==> config.mk <==
export PLATFORM = sky130hd
export DESIGN_NAME = energy_manager_regs
export DESIGN_NICKNAME = d
export VERILOG_FILES = /design/src/rtl/energy_cfg_pkg.sv /design/src/rtl/energy_manager_regs.sv
export SDC_FILE = /design/constraint.sdc
export NUM_CORES = 1
export LEC_CHECK = 0
export CAP_MARGIN = 5
export CORE_AREA = 2 2 90 92
export DETAILED_ROUTE_END_ITERATION = 10
export DIE_AREA = 0 0 92 94
export DONT_BUFFER_PORTS = 1
export HOLD_SLACK_MARGIN = 0.06
export PLACE_DENSITY = 0.79
export SLEW_MARGIN = 20
export SYNTH_ARGS = -nofsm -noshare
export SYNTH_HDL_FRONTEND = slang
export SYNTH_SLANG_ARGS = --single-unit
==> constraint.sdc <==
create_clock -name core_clk -period 2.4 [get_ports core_clk]
set_input_delay 0.12 -clock core_clk [delete_from_list [all_inputs] [get_ports core_clk]]
set_output_delay 0.12 -clock core_clk [all_outputs]
set_load 0.05 [all_outputs]
==> src/rtl/energy_cfg_pkg.sv <==
// Constants for the energy manager configuration and status register bank
package energy_cfg_pkg;
  // Register offsets
  localparam logic [3:0] ADDR_GAUGE3  = 4'h1;
  localparam logic [3:0] ADDR_GAUGE2  = 4'h2;
  localparam logic [3:0] ADDR_GAUGE1  = 4'h3;
  localparam logic [3:0] ADDR_GAUGE0  = 4'h4;
  localparam logic [3:0] ADDR_CAPV    = 4'h5;
  localparam logic [3:0] ADDR_TARGET  = 4'h6;
  localparam logic [3:0] ADDR_PROFHI  = 4'h7;
  localparam logic [3:0] ADDR_MODECMD = 4'h8;
  localparam logic [3:0] ADDR_FIXEND  = 4'h9;
  localparam logic [3:0] ADDR_CHGOUT  = 4'hA;
  localparam logic [3:0] ADDR_EWCFG   = 4'hB;
  localparam logic [3:0] ADDR_MARGIN  = 4'hD;
  // Field positions
  localparam int ICH_LSB    = 5;
  localparam int HIZ_BIT    = 4;
  localparam int EWEN_BIT   = 4;
  localparam int EWTH_LSB   = 0;
  localparam int PROFHI_LSB = 0;
  localparam int PROFLO_LSB = 4;
  localparam int FIXEND_LSB = 4;
  localparam int MARGIN_LSB = 0;
  // Charge current codes
  localparam logic [2:0] ICH_2MA   = 3'h0;
  localparam logic [2:0] ICH_4MA   = 3'h1;
  localparam logic [2:0] ICH_8MA   = 3'h2;
  localparam logic [2:0] ICH_16MA  = 3'h3;
  localparam logic [2:0] ICH_EMERG = 3'h4;
  // Reset values and threshold limit
  localparam logic [2:0] ICH_RESET    = ICH_8MA;
  localparam logic [3:0] EWTH_RESET   = 4'h0;
  localparam logic [3:0] EWTH_MAX     = 4'h9;
  localparam logic [1:0] MARGIN_RESET = 2'h3;
  localparam logic [3:0] FIXEND_RESET = 4'h0;
  localparam logic [5:0] PROF_FIXED   = 6'h00;
  localparam logic [7:0] READ_ZERO    = 8'h00;
  // Capacitor codes matching the warning thresholds 2.4 V .. 4.8 V
  localparam logic [4:0] EW_CAP_BASE  = 5'h04;
  // Default low time of the ready pulse, in clock cycles
  localparam int EW_PULSE_DEFAULT = 16;
  // Ready pulse machine, one-hot
  typedef enum logic [1:0] {
    RDY_IDLE  = 2'b01,
    RDY_PULSE = 2'b10
  } rdy_state_e;
endpackage

==> src/rtl/energy_manager_regs.sv <==
// Configuration and status register bank of the battery energy manager
`timescale 1ns/1ns
module energy_manager_regs #(
  parameter int EW_PULSE_CYCLES = energy_cfg_pkg::EW_PULSE_DEFAULT
) (
  // Clock and reset
  input  wire logic       core_clk,
  input  wire logic       reset_n,
  // Register port from the serial transport
  input  wire logic       regWrite,
  input  wire logic       regRead,
  input  wire logic [3:0] regAddr,
  input  wire logic [7:0] regWrData,
  output logic      [7:0] regRdData,
  // Device state and measurement inputs
  input  wire logic       chargeStart,
  input  wire logic       inCharge,
  input  wire logic       inActive,
  input  wire logic       inStandby,
  input  wire logic [4:0] capCodeIn,
  input  wire logic [4:0] targetCodeIn,
  input  wire logic       energyValid,
  input  wire logic [7:0] energyStep,
  // Configuration outputs
  output logic      [2:0] chargeCurrentCode,
  output logic      [3:0] warnThreshCode,
  output logic            warnEnable,
  output logic            outputHighZ,
  output logic      [5:0] profileNumber,
  output logic            optimizeEnable,
  output logic      [1:0] marginCode,
  output logic      [3:0] fixedEndCode,
  output logic            fixedEndApply,
  // Status outputs
  output logic            warningFlag,
  output logic            readyPin_n
);

  localparam int PCW = $clog2(EW_PULSE_CYCLES + 1);
  localparam logic [PCW-1:0] PULSE_LOAD = PCW'(EW_PULSE_CYCLES - 1);

  logic [2:0]  ich_q, ich_d;
  logic        hiz_q, hiz_d;
  logic [3:0]  ewTh_q, ewTh_d;
  logic        ewEn_q, ewEn_d;
  logic [1:0]  profHi_q, profHi_d;
  logic [3:0]  profLo_q, profLo_d;
  logic [1:0]  margin_q, margin_d;
  logic [3:0]  fixEnd_q, fixEnd_d;
  logic [31:0] energy_q, energy_d;
  logic [4:0]  capCode_q, capCode_d;
  logic [4:0]  target_q, target_d;
  logic [7:0]  rdData_q, rdData_d;
  logic        hizOut_q, hizOut_d;
  logic        warn_q, warn_d;
  logic        optEn_q, optEn_d;
  logic        fixApply_q, fixApply_d;
  energy_cfg_pkg::rdy_state_e rdy_q, rdy_d;
  logic [PCW-1:0] pulseCnt_q, pulseCnt_d;
  logic        rdyN_q, rdyN_d;
  logic [4:0]  ewCapCode;
  logic        capBelow;

  // Threshold code to capacitor code; codes above the table saturate
  always_comb begin
    if (ewTh_q > energy_cfg_pkg::EWTH_MAX) begin
      ewCapCode = energy_cfg_pkg::EW_CAP_BASE + 5'(energy_cfg_pkg::EWTH_MAX);
    end else begin
      ewCapCode = energy_cfg_pkg::EW_CAP_BASE + {1'b0, ewTh_q};
    end
    capBelow = capCode_q < ewCapCode;
  end

  // Configuration writes, decoded by address
  always_comb begin
    ich_d    = ich_q;
    hiz_d    = hiz_q;
    ewTh_d   = ewTh_q;
    ewEn_d   = ewEn_q;
    profHi_d = profHi_q;
    profLo_d = profLo_q;
    margin_d = margin_q;
    fixEnd_d = fixEnd_q;
    if (regWrite) begin
      if (regAddr == energy_cfg_pkg::ADDR_CHGOUT) begin
        if (regWrData[energy_cfg_pkg::ICH_LSB +: 3] <= energy_cfg_pkg::ICH_EMERG) begin
          ich_d = regWrData[energy_cfg_pkg::ICH_LSB +: 3];
        end
        hiz_d = regWrData[energy_cfg_pkg::HIZ_BIT];
      end else if (regAddr == energy_cfg_pkg::ADDR_EWCFG) begin
        ewTh_d = regWrData[energy_cfg_pkg::EWTH_LSB +: 4];
        ewEn_d = regWrData[energy_cfg_pkg::EWEN_BIT];
      end else if (regAddr == energy_cfg_pkg::ADDR_PROFHI) begin
        profHi_d = regWrData[energy_cfg_pkg::PROFHI_LSB +: 2];
      end else if (regAddr == energy_cfg_pkg::ADDR_MODECMD) begin
        profLo_d = regWrData[energy_cfg_pkg::PROFLO_LSB +: 4];
      end else if (regAddr == energy_cfg_pkg::ADDR_MARGIN) begin
        margin_d = regWrData[energy_cfg_pkg::MARGIN_LSB +: 2];
      end else if (regAddr == energy_cfg_pkg::ADDR_FIXEND) begin
        fixEnd_d = regWrData[energy_cfg_pkg::FIXEND_LSB +: 4];
      end
    end
  end

  // Fields hold until rewritten; only defined bits are stored
  always_ff @(posedge core_clk) begin
    if (!reset_n) begin
      ich_q    <= energy_cfg_pkg::ICH_RESET;
      hiz_q    <= 1'b0;
      ewTh_q   <= energy_cfg_pkg::EWTH_RESET;
      ewEn_q   <= 1'b0;
      profHi_q <= 2'h0;
      profLo_q <= 4'h0;
      margin_q <= energy_cfg_pkg::MARGIN_RESET;
      fixEnd_q <= energy_cfg_pkg::FIXEND_RESET;
    end else begin
      ich_q    <= ich_d;
      hiz_q    <= hiz_d;
      ewTh_q   <= ewTh_d;
      ewEn_q   <= ewEn_d;
      profHi_q <= profHi_d;
      profLo_q <= profLo_d;
      margin_q <= margin_d;
      fixEnd_q <= fixEnd_d;
    end
  end

  // Status capture: gauge, capacitor code, target, derived outputs
  always_comb begin
    energy_d   = energy_q;
    capCode_d  = capCode_q;
    target_d   = target_q;
    // charge start clears the gauge, a same-cycle step is dropped
    if (chargeStart) begin
      energy_d = 32'h0000_0000;
    end else if (energyValid) begin
      energy_d = energy_q + {24'h00_0000, energyStep};
    end
    // standby leakage is deliberately not tracked
    if (inCharge || inActive) begin
      capCode_d = capCodeIn;
    end
    // target latched once per charge cycle
    if (chargeStart) begin
      target_d = targetCodeIn;
    end
    // high impedance only applies in standby or active
    hizOut_d   = hiz_q && (inStandby || inActive);
    optEn_d    = {profHi_q, profLo_q} != energy_cfg_pkg::PROF_FIXED;
    // fixed end point only in fixed mode
    fixApply_d = {profHi_q, profLo_q} == energy_cfg_pkg::PROF_FIXED;
  end

  // Early warning flag and ready pulse machine
  always_comb begin
    warn_d     = warn_q;
    rdy_d      = rdy_q;
    pulseCnt_d = pulseCnt_q;
    rdyN_d     = 1'b1;
    if (chargeStart) begin
      warn_d = 1'b0;
    end
    case (rdy_q)
      energy_cfg_pkg::RDY_IDLE: begin
        // detection only while enabled and active
        if (ewEn_q && inActive && capBelow && !warn_q && !chargeStart) begin
          warn_d     = 1'b1;
          rdy_d      = energy_cfg_pkg::RDY_PULSE;
          pulseCnt_d = PULSE_LOAD;
          rdyN_d     = 1'b0;
        end
      end
      energy_cfg_pkg::RDY_PULSE: begin
        rdyN_d = 1'b0;
        if (pulseCnt_q == '0) begin
          rdy_d  = energy_cfg_pkg::RDY_IDLE;
          rdyN_d = 1'b1;
        end else begin
          pulseCnt_d = pulseCnt_q - PCW'(1);
        end
      end
      default: begin
        rdy_d = energy_cfg_pkg::RDY_IDLE;
      end
    endcase
  end

  // Read data mux; write-only and unmapped offsets read zero
  always_comb begin
    rdData_d = rdData_q;
    if (regRead) begin
      // gauge bytes, most significant at the lowest offset
      if (regAddr == energy_cfg_pkg::ADDR_GAUGE3) begin
        rdData_d = energy_q[31:24];
      end else if (regAddr == energy_cfg_pkg::ADDR_GAUGE2) begin
        rdData_d = energy_q[23:16];
      end else if (regAddr == energy_cfg_pkg::ADDR_GAUGE1) begin
        rdData_d = energy_q[15:8];
      end else if (regAddr == energy_cfg_pkg::ADDR_GAUGE0) begin
        rdData_d = energy_q[7:0];
      end else if (regAddr == energy_cfg_pkg::ADDR_CAPV) begin
        // five-bit code in the low bits
        rdData_d = {3'h0, capCode_q};
      end else if (regAddr == energy_cfg_pkg::ADDR_TARGET) begin
        // five-bit code in the low bits
        rdData_d = {3'h0, target_q};
      end else begin
        rdData_d = energy_cfg_pkg::READ_ZERO;
      end
    end
  end

  // Status and output registers
  always_ff @(posedge core_clk) begin
    if (!reset_n) begin
      energy_q   <= 32'h0000_0000;
      capCode_q  <= 5'h00;
      target_q   <= 5'h00;
      rdData_q   <= energy_cfg_pkg::READ_ZERO;
      hizOut_q   <= 1'b0;
      optEn_q    <= 1'b0;
      fixApply_q <= 1'b1;
      warn_q     <= 1'b0;
      rdy_q      <= energy_cfg_pkg::RDY_IDLE;
      pulseCnt_q <= '0;
      rdyN_q     <= 1'b1;
    end else begin
      energy_q   <= energy_d;
      capCode_q  <= capCode_d;
      target_q   <= target_d;
      rdData_q   <= rdData_d;
      hizOut_q   <= hizOut_d;
      optEn_q    <= optEn_d;
      fixApply_q <= fixApply_d;
      warn_q     <= warn_d;
      rdy_q      <= rdy_d;
      pulseCnt_q <= pulseCnt_d;
      rdyN_q     <= rdyN_d;
    end
  end

  // Outputs straight from flip-flops
  assign regRdData         = rdData_q;
  assign chargeCurrentCode = ich_q;
  assign warnThreshCode    = ewTh_q;
  assign warnEnable        = ewEn_q;
  assign outputHighZ       = hizOut_q;
  assign profileNumber     = {profHi_q, profLo_q};
  assign optimizeEnable    = optEn_q;
  assign marginCode        = margin_q;
  assign fixedEndCode      = fixEnd_q;
  assign fixedEndApply     = fixApply_q;
  assign warningFlag       = warn_q;
  assign readyPin_n        = rdyN_q;

  a_ich_defined: assert property (@(posedge core_clk) disable iff (!reset_n)
    ich_q <= energy_cfg_pkg::ICH_EMERG) else $error("charge code undefined");
  a_ich_reject: assert property (@(posedge core_clk) disable iff (!reset_n)
    regWrite && regAddr == energy_cfg_pkg::ADDR_CHGOUT && regWrData[7:5] > 3'h4
    |=> $stable(ich_q)) else $error("undefined charge code taken");
  a_ewth_write: assert property (@(posedge core_clk) disable iff (!reset_n)
    regWrite && regAddr == energy_cfg_pkg::ADDR_EWCFG
    |=> ewTh_q == $past(regWrData[3:0]) && ewEn_q == $past(regWrData[4]))
    else $error("warning config not stored");
  a_warn_gate: assert property (@(posedge core_clk) disable iff (!reset_n)
    $rose(warn_q) |-> $past(ewEn_q) && $past(inActive)) else $error("warning while off");
  a_hiz_state: assert property (@(posedge core_clk) disable iff (!reset_n)
    outputHighZ |-> $past(hiz_q) && ($past(inStandby) || $past(inActive)))
    else $error("high impedance out of state");
  a_opt_profile: assert property (@(posedge core_clk) disable iff (!reset_n)
    ##1 optEn_q == ($past(profileNumber) != 6'h00) && fixApply_q == !optEn_q)
    else $error("optimize enable wrong");
  a_gauge_read: assert property (@(posedge core_clk) disable iff (!reset_n)
    regRead && regAddr == energy_cfg_pkg::ADDR_GAUGE3 |=> regRdData == $past(energy_q[31:24]))
    else $error("gauge MSB wrong");
  a_gauge_clear: assert property (@(posedge core_clk) disable iff (!reset_n)
    chargeStart |=> energy_q == 32'h0 && !warn_q) else $error("charge start did not clear");
  a_cap_hold: assert property (@(posedge core_clk) disable iff (!reset_n)
    !inCharge && !inActive |=> $stable(capCode_q)) else $error("capacitor code moved");
  a_ready_pulse: assert property (@(posedge core_clk) disable iff (!reset_n)
    $rose(warn_q) |-> !readyPin_n ##EW_PULSE_CYCLES readyPin_n)
    else $error("ready pulse length wrong");
  a_status_ro: assert property (@(posedge core_clk) disable iff (!reset_n)
    regWrite && regAddr == energy_cfg_pkg::ADDR_TARGET && !chargeStart |=> $stable(target_q))
    else $error("status register written");

endmodule

Word-level counts from Yosys, hierarchy flattened
Index checks and enable logic that the tools add are counted.
{"block": "op_classes", "bitwise_logic": 6, "reduce_logical": 23, "add_sub_neg": 3, "mux": 19, "mul": 0, "n_div": 0, "order_cmp": 3, "shifts": 0, "eq_ne": 17}
{"operator": "$add A32 B8 Y32", "n": 1}
{"operator": "$mux W8", "n": 4}
{"operator": "$mux W5", "n": 5}
{"operator": "$eq A4 B4 Y1 const B", "n": 5}
{"operator": "$eq A4 B3 Y1 const B", "n": 4}
{"operator": "$pmux W5 S2", "n": 1}
{"operator": "$reduce_and A3 Y1", "n": 3}
{"operator": "$eq A4 B2 Y1 const B", "n": 2}
{"operator": "$reduce_and A7 Y1", "n": 1}
{"operator": "$logic_not A6 Y1", "n": 1}
{"operator": "$ne A2 B2 Y1 const B", "n": 3}
{"operator": "$not A1 Y1", "n": 6}
{"operator": "$reduce_and A6 Y1", "n": 1}
{"operator": "$reduce_bool A6 Y1", "n": 1}
{"operator": "$add A3 B4 Y5 const A", "n": 1}
{"operator": "$logic_and A1 B1 Y1", "n": 5}
{"operator": "$logic_not A5 Y1", "n": 1}
{"operator": "$lt A5 B5 Y1", "n": 1}
{"operator": "$mux W1", "n": 5}
{"operator": "$reduce_and A5 Y1", "n": 1}
{"operator": "$sub A5 B1 Y5 const B", "n": 1}
{"operator": "$eq A4 B1 Y1 const B", "n": 1}
{"operator": "$gt A4 B4 Y1 const B", "n": 1}
{"operator": "$mux W2", "n": 2}
{"operator": "other kinds (11)", "n": 14}
{"block": "word_totals", "elab_cells": 90, "mem_bits_rw": 0, "latchBits": 0, "mem_bits_ro": 0, "n_memories": 0, "ff_bits": 83}

Logic depth before layout (Yosys ltp)
Gate-level depths: netlist of the first run.
{"block": "depth", "word_depth": 8, "depth_mapped": 10, "depth_no_buf": 9}

Worst setup path after synthesis of the first run
OpenSTA, ideal clock, no wires.
{"block": "synth_timing", "path_kind": "reg-to-reg", "from": "register ewTh_q[2] (netlist: warnThreshCode[2])", "to": "register pulseCnt_q[0]", "t_required_ns": 2.284, "setup_time_ns": 0.116, "path_buffers": 0, "slack_ns": 0.118, "arrival_time_ns": 2.166, "synth_period_minus_slack_ns": 2.282, "path_stages_with_launch": 9, "path_cell_list": "dfxtp_1 nor2b_1 ha_1 and4_1 o31a_1 o41ai_4 and2_1 nand2_1 o211a_1"}
{"block": "synth_via", "elab_chain_cells": 8}
{"element": "start: declaration", "line": "energy_manager_regs.sv:44", "rtl": "logic [3:0] ewTh_q, ewTh_d;"}
{"element": "start signal: assignment", "line": "energy_manager_regs.sv:110", "rtl": "ewTh_q <= energy_cfg_pkg::EWTH_RESET;"}
{"element": "start signal: assignment", "line": "energy_manager_regs.sv:119", "rtl": "ewTh_q <= ewTh_d;"}
{"element": "$add A3 B4 Y5 / $gt A4 B4 Y1 (equally long branches)", "line": "energy_manager_regs.sv:69, energy_manager_regs.sv:66"}
{"element": "$mux W5 (*)", "line": "energy_manager_regs.sv:66", "rtl": "if (ewTh_q > energy_cfg_pkg::EWTH_MAX) begin"}
{"element": "$lt A5 B5 Y1 (*)", "line": "energy_manager_regs.sv:71", "rtl": "capBelow = capCode_q < ewCapCode;"}
{"element": "$logic_and A1 B1 Y1 (*) (3 in a row)", "line": "energy_manager_regs.sv:166", "rtl": "if (ewEn_q && inActive && capBelow && !warn_q && !chargeStart) begin"}
{"element": "$ne A2 B2 Y1 (no source line) (*)"}
{"element": "$reduce_and A3 Y1 (no source line) (*)"}
{"element": "end signal: assignment", "line": "energy_manager_regs.sv:237", "rtl": "pulseCnt_q <= pulseCnt_d;"}
{"element": "end: declaration", "line": "energy_manager_regs.sv:59", "rtl": "logic [PCW-1:0] pulseCnt_q, pulseCnt_d;"}
Mark *: on every way between the ends. The rest lies on a longest branch, timed or not.
A chain may end at the register's enable or synchronous reset.

Worst setup path after layout of the first run
{"block": "layout_timing", "from": "register energy_q[0]", "to": "register energy_q[26]"}
{"block": "layout_via", "elab_chain_cells": 1}
{"element": "start: declaration", "line": "energy_manager_regs.sv:50", "rtl": "logic [31:0] energy_q, energy_d;"}
{"element": "start signal: assignment", "line": "energy_manager_regs.sv:228", "rtl": "energy_q <= energy_d;"}
{"element": "$add A32 B8 Y32", "line": "energy_manager_regs.sv:137", "rtl": "energy_d = energy_q + {24'h00_0000, energyStep};"}
No other way between the ends.

==> flow_metrics.tcl, run 1 <==
set metrics [dict create \
    max_stage_delay_ns 0.41 \
    placed_wire_length_estimate_after_detailed_placement_um 7690 \
    data_required_time_at_the_worst_endpoint_ns 2.65 \
    synth_seq_cells 83 \
    post_detailed_route_drc_marker_count 0 \
    crit_path_cell_trace "ha_1 -> inv_1 -> fa_1 -> nor2b_2 -> o31a_1 -> nor3_1 -> buf_4 -> nor4_4 -> xnor2_1 -> nor2_1" \
    worstSkewPairLatency_ns 0.37 \
    grt_start_max_net_pins 52 \
    core_sq_um 7610 \
    sinks_on_the_clock_net 83 \
    num-nets-final 598 \
    antenna_found_initial 0 \
    hold_viol 0 \
    cts_post_setup_buffers_inserted 0 \
    grt_util_all_layers_pct 28.3 \
    fp.dieArea_sq_um 8650 \
    flow.area_growth_from_synthesis_pct 17.6 \
    place_congestion 0.955 \
    max_cap_viol_count 0 \
    grt_first_pass_wirelength_um 19200 \
    reg_to_reg_start "energy_q[0]" \
    leakagePower_nw 1.97 \
    worst_slew_pin_slew_ns 0.928 \
    fin_ws_ns 0.123 \
    detailed_place.area_sq_um 4560 \
    cts-htree-levels 3 \
    syn_area_sq_um 4450 \
    hold_path_startpoint "energyValid" \
    first_global_vias 3998 \
    cp_num_buf_inv 2 \
    cts_tree "done" \
    critical_path.endpoint_type "flip-flop" \
    layout_common_cells "sky130_fd_sc_hd__dfxtp_1 (83), sky130_fd_sc_hd__nor2_1 (57), sky130_fd_sc_hd__dlygate4sd3_1 (43)" \
    syn-num-nets 555 \
    synth_enable_flop_cells 0 \
    finalCoreUtilization_pct 68.9 \
    start_util_pct 58.6 \
    ys_async_sr_fraction_pct 0 \
    cts.root.buffer_cell "sky130_fd_sc_hd__clkbuf_8" \
    cts-buffers-inserted 9 \
    cp_slowest_cell "sky130_fd_sc_hd__fa_1" \
    worst_ir_drop_vdd_mv 0.501 \
    outcome "finished clean" \
    timing_worst_setup_path_type "flip-flop to flip-flop" \
    insertedDiodeCount 0 \
    timing.final.max_slew_violations 0 \
    place_worst_setup_slack_ns 0.161 \
    grt_setup_unrepaired "false" \
    synth_sequential_area_ratio_pct 37.3 \
    avgSynthCellArea_sq_um 8.93 \
    number_of_iterations_in_the_first_detailed_routing_pass 6 \
    clk_path_buf_depth 2 \
    worstPathMaxFanout 12 \
    drive_above_1_share_pct 9.52 \
    final_common_cell "sky130_fd_sc_hd__dfxtp_1" \
    avgRoutedWirePerCell_um 18.2 \
    min_period_over_period_pct 94.9 \
    boundaryPins 72 \
    worst_setup_hold_path_clk_slew_ns 0.08 \
    global_route.overflow_total 0 \
    post_drt_via_cell_ratio 6.04 \
    floorplan.rows 32 \
    detail_route.iter0.violations 319 \
    post_synth_main_area_contributors "sky130_fd_sc_hd__dfxtp_1 (37%), sky130_fd_sc_hd__mux2i_1 (5.8%), sky130_fd_sc_hd__nor2_1 (4.8%), sky130_fd_sc_hd__nor2b_1 (4.6%), sky130_fd_sc_hd__ha_1 (4.5%)" \
    timing.setup.tns_ns 0 \
    worst-endpoint-arrival_ns 2.53 \
    syn-instance-count 499 \
    drt.antenna.violating_nets 0 \
    layout_min_cycle_time_ns 2.28 \
    floorplan.die.height_um 94 \
    timing.slew.headroom_pct 37.7 \
    post_synth_num_cell_types 64 \
    finalSetupViolCount 0 \
    vias 3915 \
    cp-start-kind "flip-flop" \
    synth_top_area_cell "sky130_fd_sc_hd__dfxtp_1" \
    drt-total-wl_um 11800 \
    p_per_area_nw_per_um2 634 \
    post-synth-top-area-fraction_pct 37.3 \
    fin_area_sq_um 5240 \
    crit_family "simple AND/OR/NAND/NOR gates" \
    portBuffers 0 \
    ys.warnings.count 0 \
    crit_path_start "energy_q[0]" \
    ys.flop_type "sky130_fd_sc_hd__dfxtp_1" \
    finClkSkew_ns 0.0129 \
    maxClockFrequency_mhz 439 \
    hp-class "input port to flip-flop" \
    horiz_die_dim_um 92 \
]
[worst paths after layout]
| kind | end | slack (ns) | depth (start not counted) |
|---|---|---|---|
| setup / recovery | energy_q[26] | 0.12 | 10 |
| hold / removal | energy_q[9] | 0.07 | 4 |
| setup reg to reg | energy_q[26] | 0.12 | 10 |
| hold reg to reg | outputHighZ | 0.47 | 1 |
[timing repair]
item | 4_1_cts | 5_1_grt
endpoints found under the setup margin | 0 | 1
hold buffers | 44 | 0
gates resized for setup | 0 | 2
hold endpoints to repair | 56 | 0
[cell usage after synthesis, types with 3 or more instances]
library cell,count
sky130_fd_sc_hd__a2111oi_4,3
sky130_fd_sc_hd__a211oi_1,6
sky130_fd_sc_hd__a21boi_0,9
sky130_fd_sc_hd__a21oi_1,21
sky130_fd_sc_hd__a22o_1,3
sky130_fd_sc_hd__a22oi_1,7
sky130_fd_sc_hd__a31oi_1,5
sky130_fd_sc_hd__and2_1,4
sky130_fd_sc_hd__clkbuf_1,16
sky130_fd_sc_hd__dfxtp_1,83
sky130_fd_sc_hd__ha_1,16
sky130_fd_sc_hd__inv_1,13
sky130_fd_sc_hd__mux2_2,5
sky130_fd_sc_hd__mux2i_1,26
sky130_fd_sc_hd__nand2_1,41
sky130_fd_sc_hd__nand2b_1,12
sky130_fd_sc_hd__nand3_1,12
sky130_fd_sc_hd__nand4_1,3
sky130_fd_sc_hd__nor2_1,57
sky130_fd_sc_hd__nor2b_1,33
sky130_fd_sc_hd__nor3_1,14
sky130_fd_sc_hd__nor3b_1,4
sky130_fd_sc_hd__o211a_1,6
sky130_fd_sc_hd__o21ai_0,26
sky130_fd_sc_hd__xnor2_1,21
sky130_fd_sc_hd__xor2_1,3
[metrics by stage]
stage / hold slack, ns / cells / total power (W)
2_1_floorplan: 0.248 / 499 / 0.00203
3_3_place_gp: 0.188 / 589 / 0.00209
3_5_place_dp: 0.188 / 589 / 0.00211
4_1_cts: 0.0663 / 648 / 0.00330
5_1_grt: 0.0940 / 648 / 0.00345
6_report: 0.0738 / 648 / 0.00332
[state kept, by name, indices dropped and copies added, names as in the netlist, 2 cells and up]
register           count
pulseCnt_q             5
regRdData              8
fixedEndCode           4
warnThreshCode         4
marginCode             2
profLo_q               4
chargeCurrentCode      3
rdy_q                  2
capCode_q              5
energy_q              32
profHi_q               2
target_q               5
[where the power goes]
group / switching, W / internal [W]
Clock: 0.000524 / 0.000612
Sequential: 0.000136 / 0.00146
Combinational: 0.000317 / 0.000276
Total: 0.000976 / 0.00235
[logic make-up after synthesis]
group	share of synthesized area [%]
compound gates	17.9
xor+xnor	4.72
fa+ha+maj	4.94
buf+inv	3.03
flops	37.3
mux	7.11
other cells	0.0842
simple gates	24.9
[final cells by class]
class,count,area [sq um]
Multi-Input combinational cell,382,2670
Inverter,13,48.8
Tap cell,102,128
Sequential cell,83,1660
Clock buffer,11,141
Clock inverter,4,73.8
Timing Repair Buffer,53,518
Fill cell,583,2370
[tightest hold or removal path: stages]
cell                      delay, ns
sky130_fd_sc_hd__nand2_2       0.06
sky130_fd_sc_hd__a21oi_1       0.05
sky130_fd_sc_hd__xnor2_1       0.13
sky130_fd_sc_hd__nor2_1        0.04
[routing by layer]
| metal | vias up | wire length (um) | global-route usage, % |
|---|---|---|---|
| li1 | 1859 | - | - |
| met1 | 1870 | 4700 | 31.5 |
| met2 | 148 | 5890 | 50.0 |
| met3 | 38 | 709 | 6.26 |
| met4 | 0 | 469 | 15.8 |
| met5 | - | 0 | 0 |
Power figures use the tool's default switching activity.
==> run 2: changes to the inputs <==
--- a/config.mk
+++ b/config.mk
@@ -5,13 +5,13 @@
 export SDC_FILE = /design/constraint.sdc
 export NUM_CORES = 1
 export LEC_CHECK = 0
+export BUFFER_PORTS_ARGS = -buffer_cell sky130_fd_sc_hd__buf_2
 export CAP_MARGIN = 5
-export CORE_AREA = 2 2 90 92
+export CORE_AREA = 2 2 92 94
 export DETAILED_ROUTE_END_ITERATION = 10
-export DIE_AREA = 0 0 92 94
-export DONT_BUFFER_PORTS = 1
+export DIE_AREA = 0 0 94 96
 export HOLD_SLACK_MARGIN = 0.06
-export PLACE_DENSITY = 0.79
+export PLACE_DENSITY = 0.89
 export SLEW_MARGIN = 20
 export SYNTH_ARGS = -nofsm -noshare
 export SYNTH_HDL_FRONTEND = slang
==> run 2 against run 1 <==
Wire length is 5.6% lower. Clock-buffer cell count is 1 lower. Total power is 1.6% higher. Die area is 4.3% higher. Cell area is 0.91% higher. First-iteration DRC count is 28% lower. Clock skew is 0.0068 ns lower. Non-clock buffer count is 40 higher. Clock power hardly changed. Combinational power is 14% higher. Maximum frequency is 0.92% higher. Critical path type unchanged. Largest cell class unchanged. Largest power group unchanged.
==> flow_metrics.tcl, run 2 (synthesized netlist as in run 1, its figures left out) <==
set metrics [dict create \
    r2r_slack_ns 0.14 \
    grt_start_max_net_pins 51 \
    flow.area_growth_from_synthesis_pct 18.7 \
    min_period_over_period_pct 94.0 \
    hp-class "input port to flip-flop" \
    core_sq_um 8050 \
    cts.root.buffer_cell "sky130_fd_sc_hd__clkbuf_8" \
    antenna_found_initial 0 \
    post_detailed_route_drc_marker_count 0 \
    grt_setup_unrepaired "false" \
    timing.setup.tns_ns 0 \
    worst_setup_path_end "energy_q[28]" \
    number_of_flip_flops_in_the_largest_register 32 \
    global_route.overflow_total 0 \
    drt-total-wl_um 11100 \
    worstPathMaxFanout 12 \
    worstSkewPairLatency_ns 0.37 \
    finalCoreUtilization_pct 65.7 \
    critical_path.endpoint_type "flip-flop" \
    start_util_pct 55.3 \
    outcome "finished clean" \
    r2r-end "energy_q[28]" \
    cts_post_setup_buffers_inserted 0 \
    worst_setup_hold_path_clk_slew_ns 0.09 \
    cts-htree-levels 3 \
    placed_wire_length_estimate_after_detailed_placement_um 8110 \
    path_depth_of_the_worst_reg2reg_path 10 \
    worst_slew_pin_slew_ns 0.555 \
    avgRoutedWirePerCell_um 16.1 \
    worst-endpoint-arrival_ns 2.52 \
    data_required_time_at_the_worst_endpoint_ns 2.67 \
    finalSetupViolCount 0 \
    place_congestion 0.950 \
    detail_route.iter0.violations 229 \
    layout_common_cells "sky130_fd_sc_hd__dfxtp_1 (82), sky130_fd_sc_hd__buf_2 (71), sky130_fd_sc_hd__nor2_1 (57)" \
    crit_path_start "energy_q[0]" \
    n_fill_cell 632 \
    leakagePower_nw 2.13 \
    final_common_cell "sky130_fd_sc_hd__dfxtp_1" \
    first_global_vias 3902 \
    hold_viol 0 \
    number_of_iterations_in_the_first_detailed_routing_pass 5 \
    boundaryPins 72 \
    fp.dieArea_sq_um 9020 \
    worst_ir_drop_vdd_mv 0.527 \
    sinks_on_the_clock_net 83 \
    grt_first_pass_wirelength_um 18000 \
    floorplan.die.height_um 96 \
    cts_tree "done" \
    horiz_die_dim_um 94 \
    timing.slew.headroom_pct 63.0 \
    cp-start-kind "flip-flop" \
    drive_above_1_share_pct 21.3 \
    layout_min_cycle_time_ns 2.26 \
    maxClockFrequency_mhz 443 \
    timing_worst_setup_path_type "flip-flop to flip-flop" \
    portBuffers 71 \
    finClkSkew_ns 0.00608 \
    drt.antenna.violating_nets 0 \
    largest-register "energy_q" \
    cts-buffers-inserted 9 \
    vias 3995 \
    p_per_area_nw_per_um2 638 \
    timing.final.max_slew_violations 0 \
    num-nets-final 638 \
    insertedDiodeCount 0 \
    grt_util_all_layers_pct 25.5 \
    reg_to_reg_start "energy_q[0]" \
    max_cap_viol_count 0 \
    clk_path_buf_depth 2 \
    floorplan.rows 33 \
    post_drt_via_cell_ratio 5.77 \
]
## run 2: metrics by stage
step,hold slack (ns),setup WS (ns),total power [W],cell area (sq um),instances
2_1_floorplan,0.248,0.118,0.00203,4450,499
3_3_place_gp,0.344,0.304,0.00217,4920,663
3_5_place_dp,0.348,0.145,0.00220,4920,663
4_1_cts,0.0627,0.0878,0.00338,5280,692
5_1_grt,0.0789,0.0148,0.00352,5290,692
6_report,0.0626,0.144,0.00338,5290,692
## run 2: worst min-delay path by stage
stage	start	to	slack, ns	depth (start not counted)
2_1_floorplan	regWrData[0]	marginCode[0]	0.25	2
3_3_place_gp	inStandby	outputHighZ	0.34	2
3_5_place_dp	inStandby	outputHighZ	0.35	2
4_1_cts	regWrData[5]	chargeCurrentCode[0]	0.06	3
5_1_grt	regWrData[5]	chargeCurrentCode[0]	0.08	3
6_report	targetCodeIn[2]	target_q[2]	0.06	3
## run 2: worst max-delay path, stage by stage, from the launching register on
cell and delay (ns):
sky130_fd_sc_hd__dfxtp_2 0.35, sky130_fd_sc_hd__ha_1 0.16, sky130_fd_sc_hd__inv_1 0.06, sky130_fd_sc_hd__fa_1 0.41, sky130_fd_sc_hd__nor2b_2 0.16, sky130_fd_sc_hd__o31a_1 0.21, sky130_fd_sc_hd__nor3_1 0.07, sky130_fd_sc_hd__buf_4 0.19
sky130_fd_sc_hd__nor4_2 0.32, sky130_fd_sc_hd__xnor2_1 0.17, sky130_fd_sc_hd__nor2_1 0.06
## run 2: cell type report
| type | count | area [sq um] | share of cell area (%) |
|---|---|---|---|
| repair buffers | 93 | 553 | 10.5 |
| well taps | 105 | 131 | 2.48 |
| clock buffers | 10 | 138 | 2.60 |
| clock inverters | 6 | 93.8 | 1.77 |
| flip-flops and latches | 83 | 1660 | 31.4 |
| inverters | 13 | 48.8 | 0.923 |
| multi-input cells | 382 | 2660 | 50.3 |
## run 2: metal layers
metal	vias to the layer above	share of wire, %	GRT usage [%]
met5	-	0	0
met4	0	3.7	13.8
met3	38	5.9	5.56
met2	161	49	43.3
met1	1871	42	30.3
li1	1925	-	-
## run 2: what timing repair did
action,in CTS,in global routing
resized for setup,0,2
endpoints found under the hold margin,15,0
endpoints found under the setup margin,0,3
hold buffers,13,0
## run 2: report_power, final
part           internal, W  switching, W  leakage, nW
Clock             0.000625      0.000549        0.114
Combinational     0.000278      0.000401         1.35
Sequential         0.00146     0.0000640        0.675
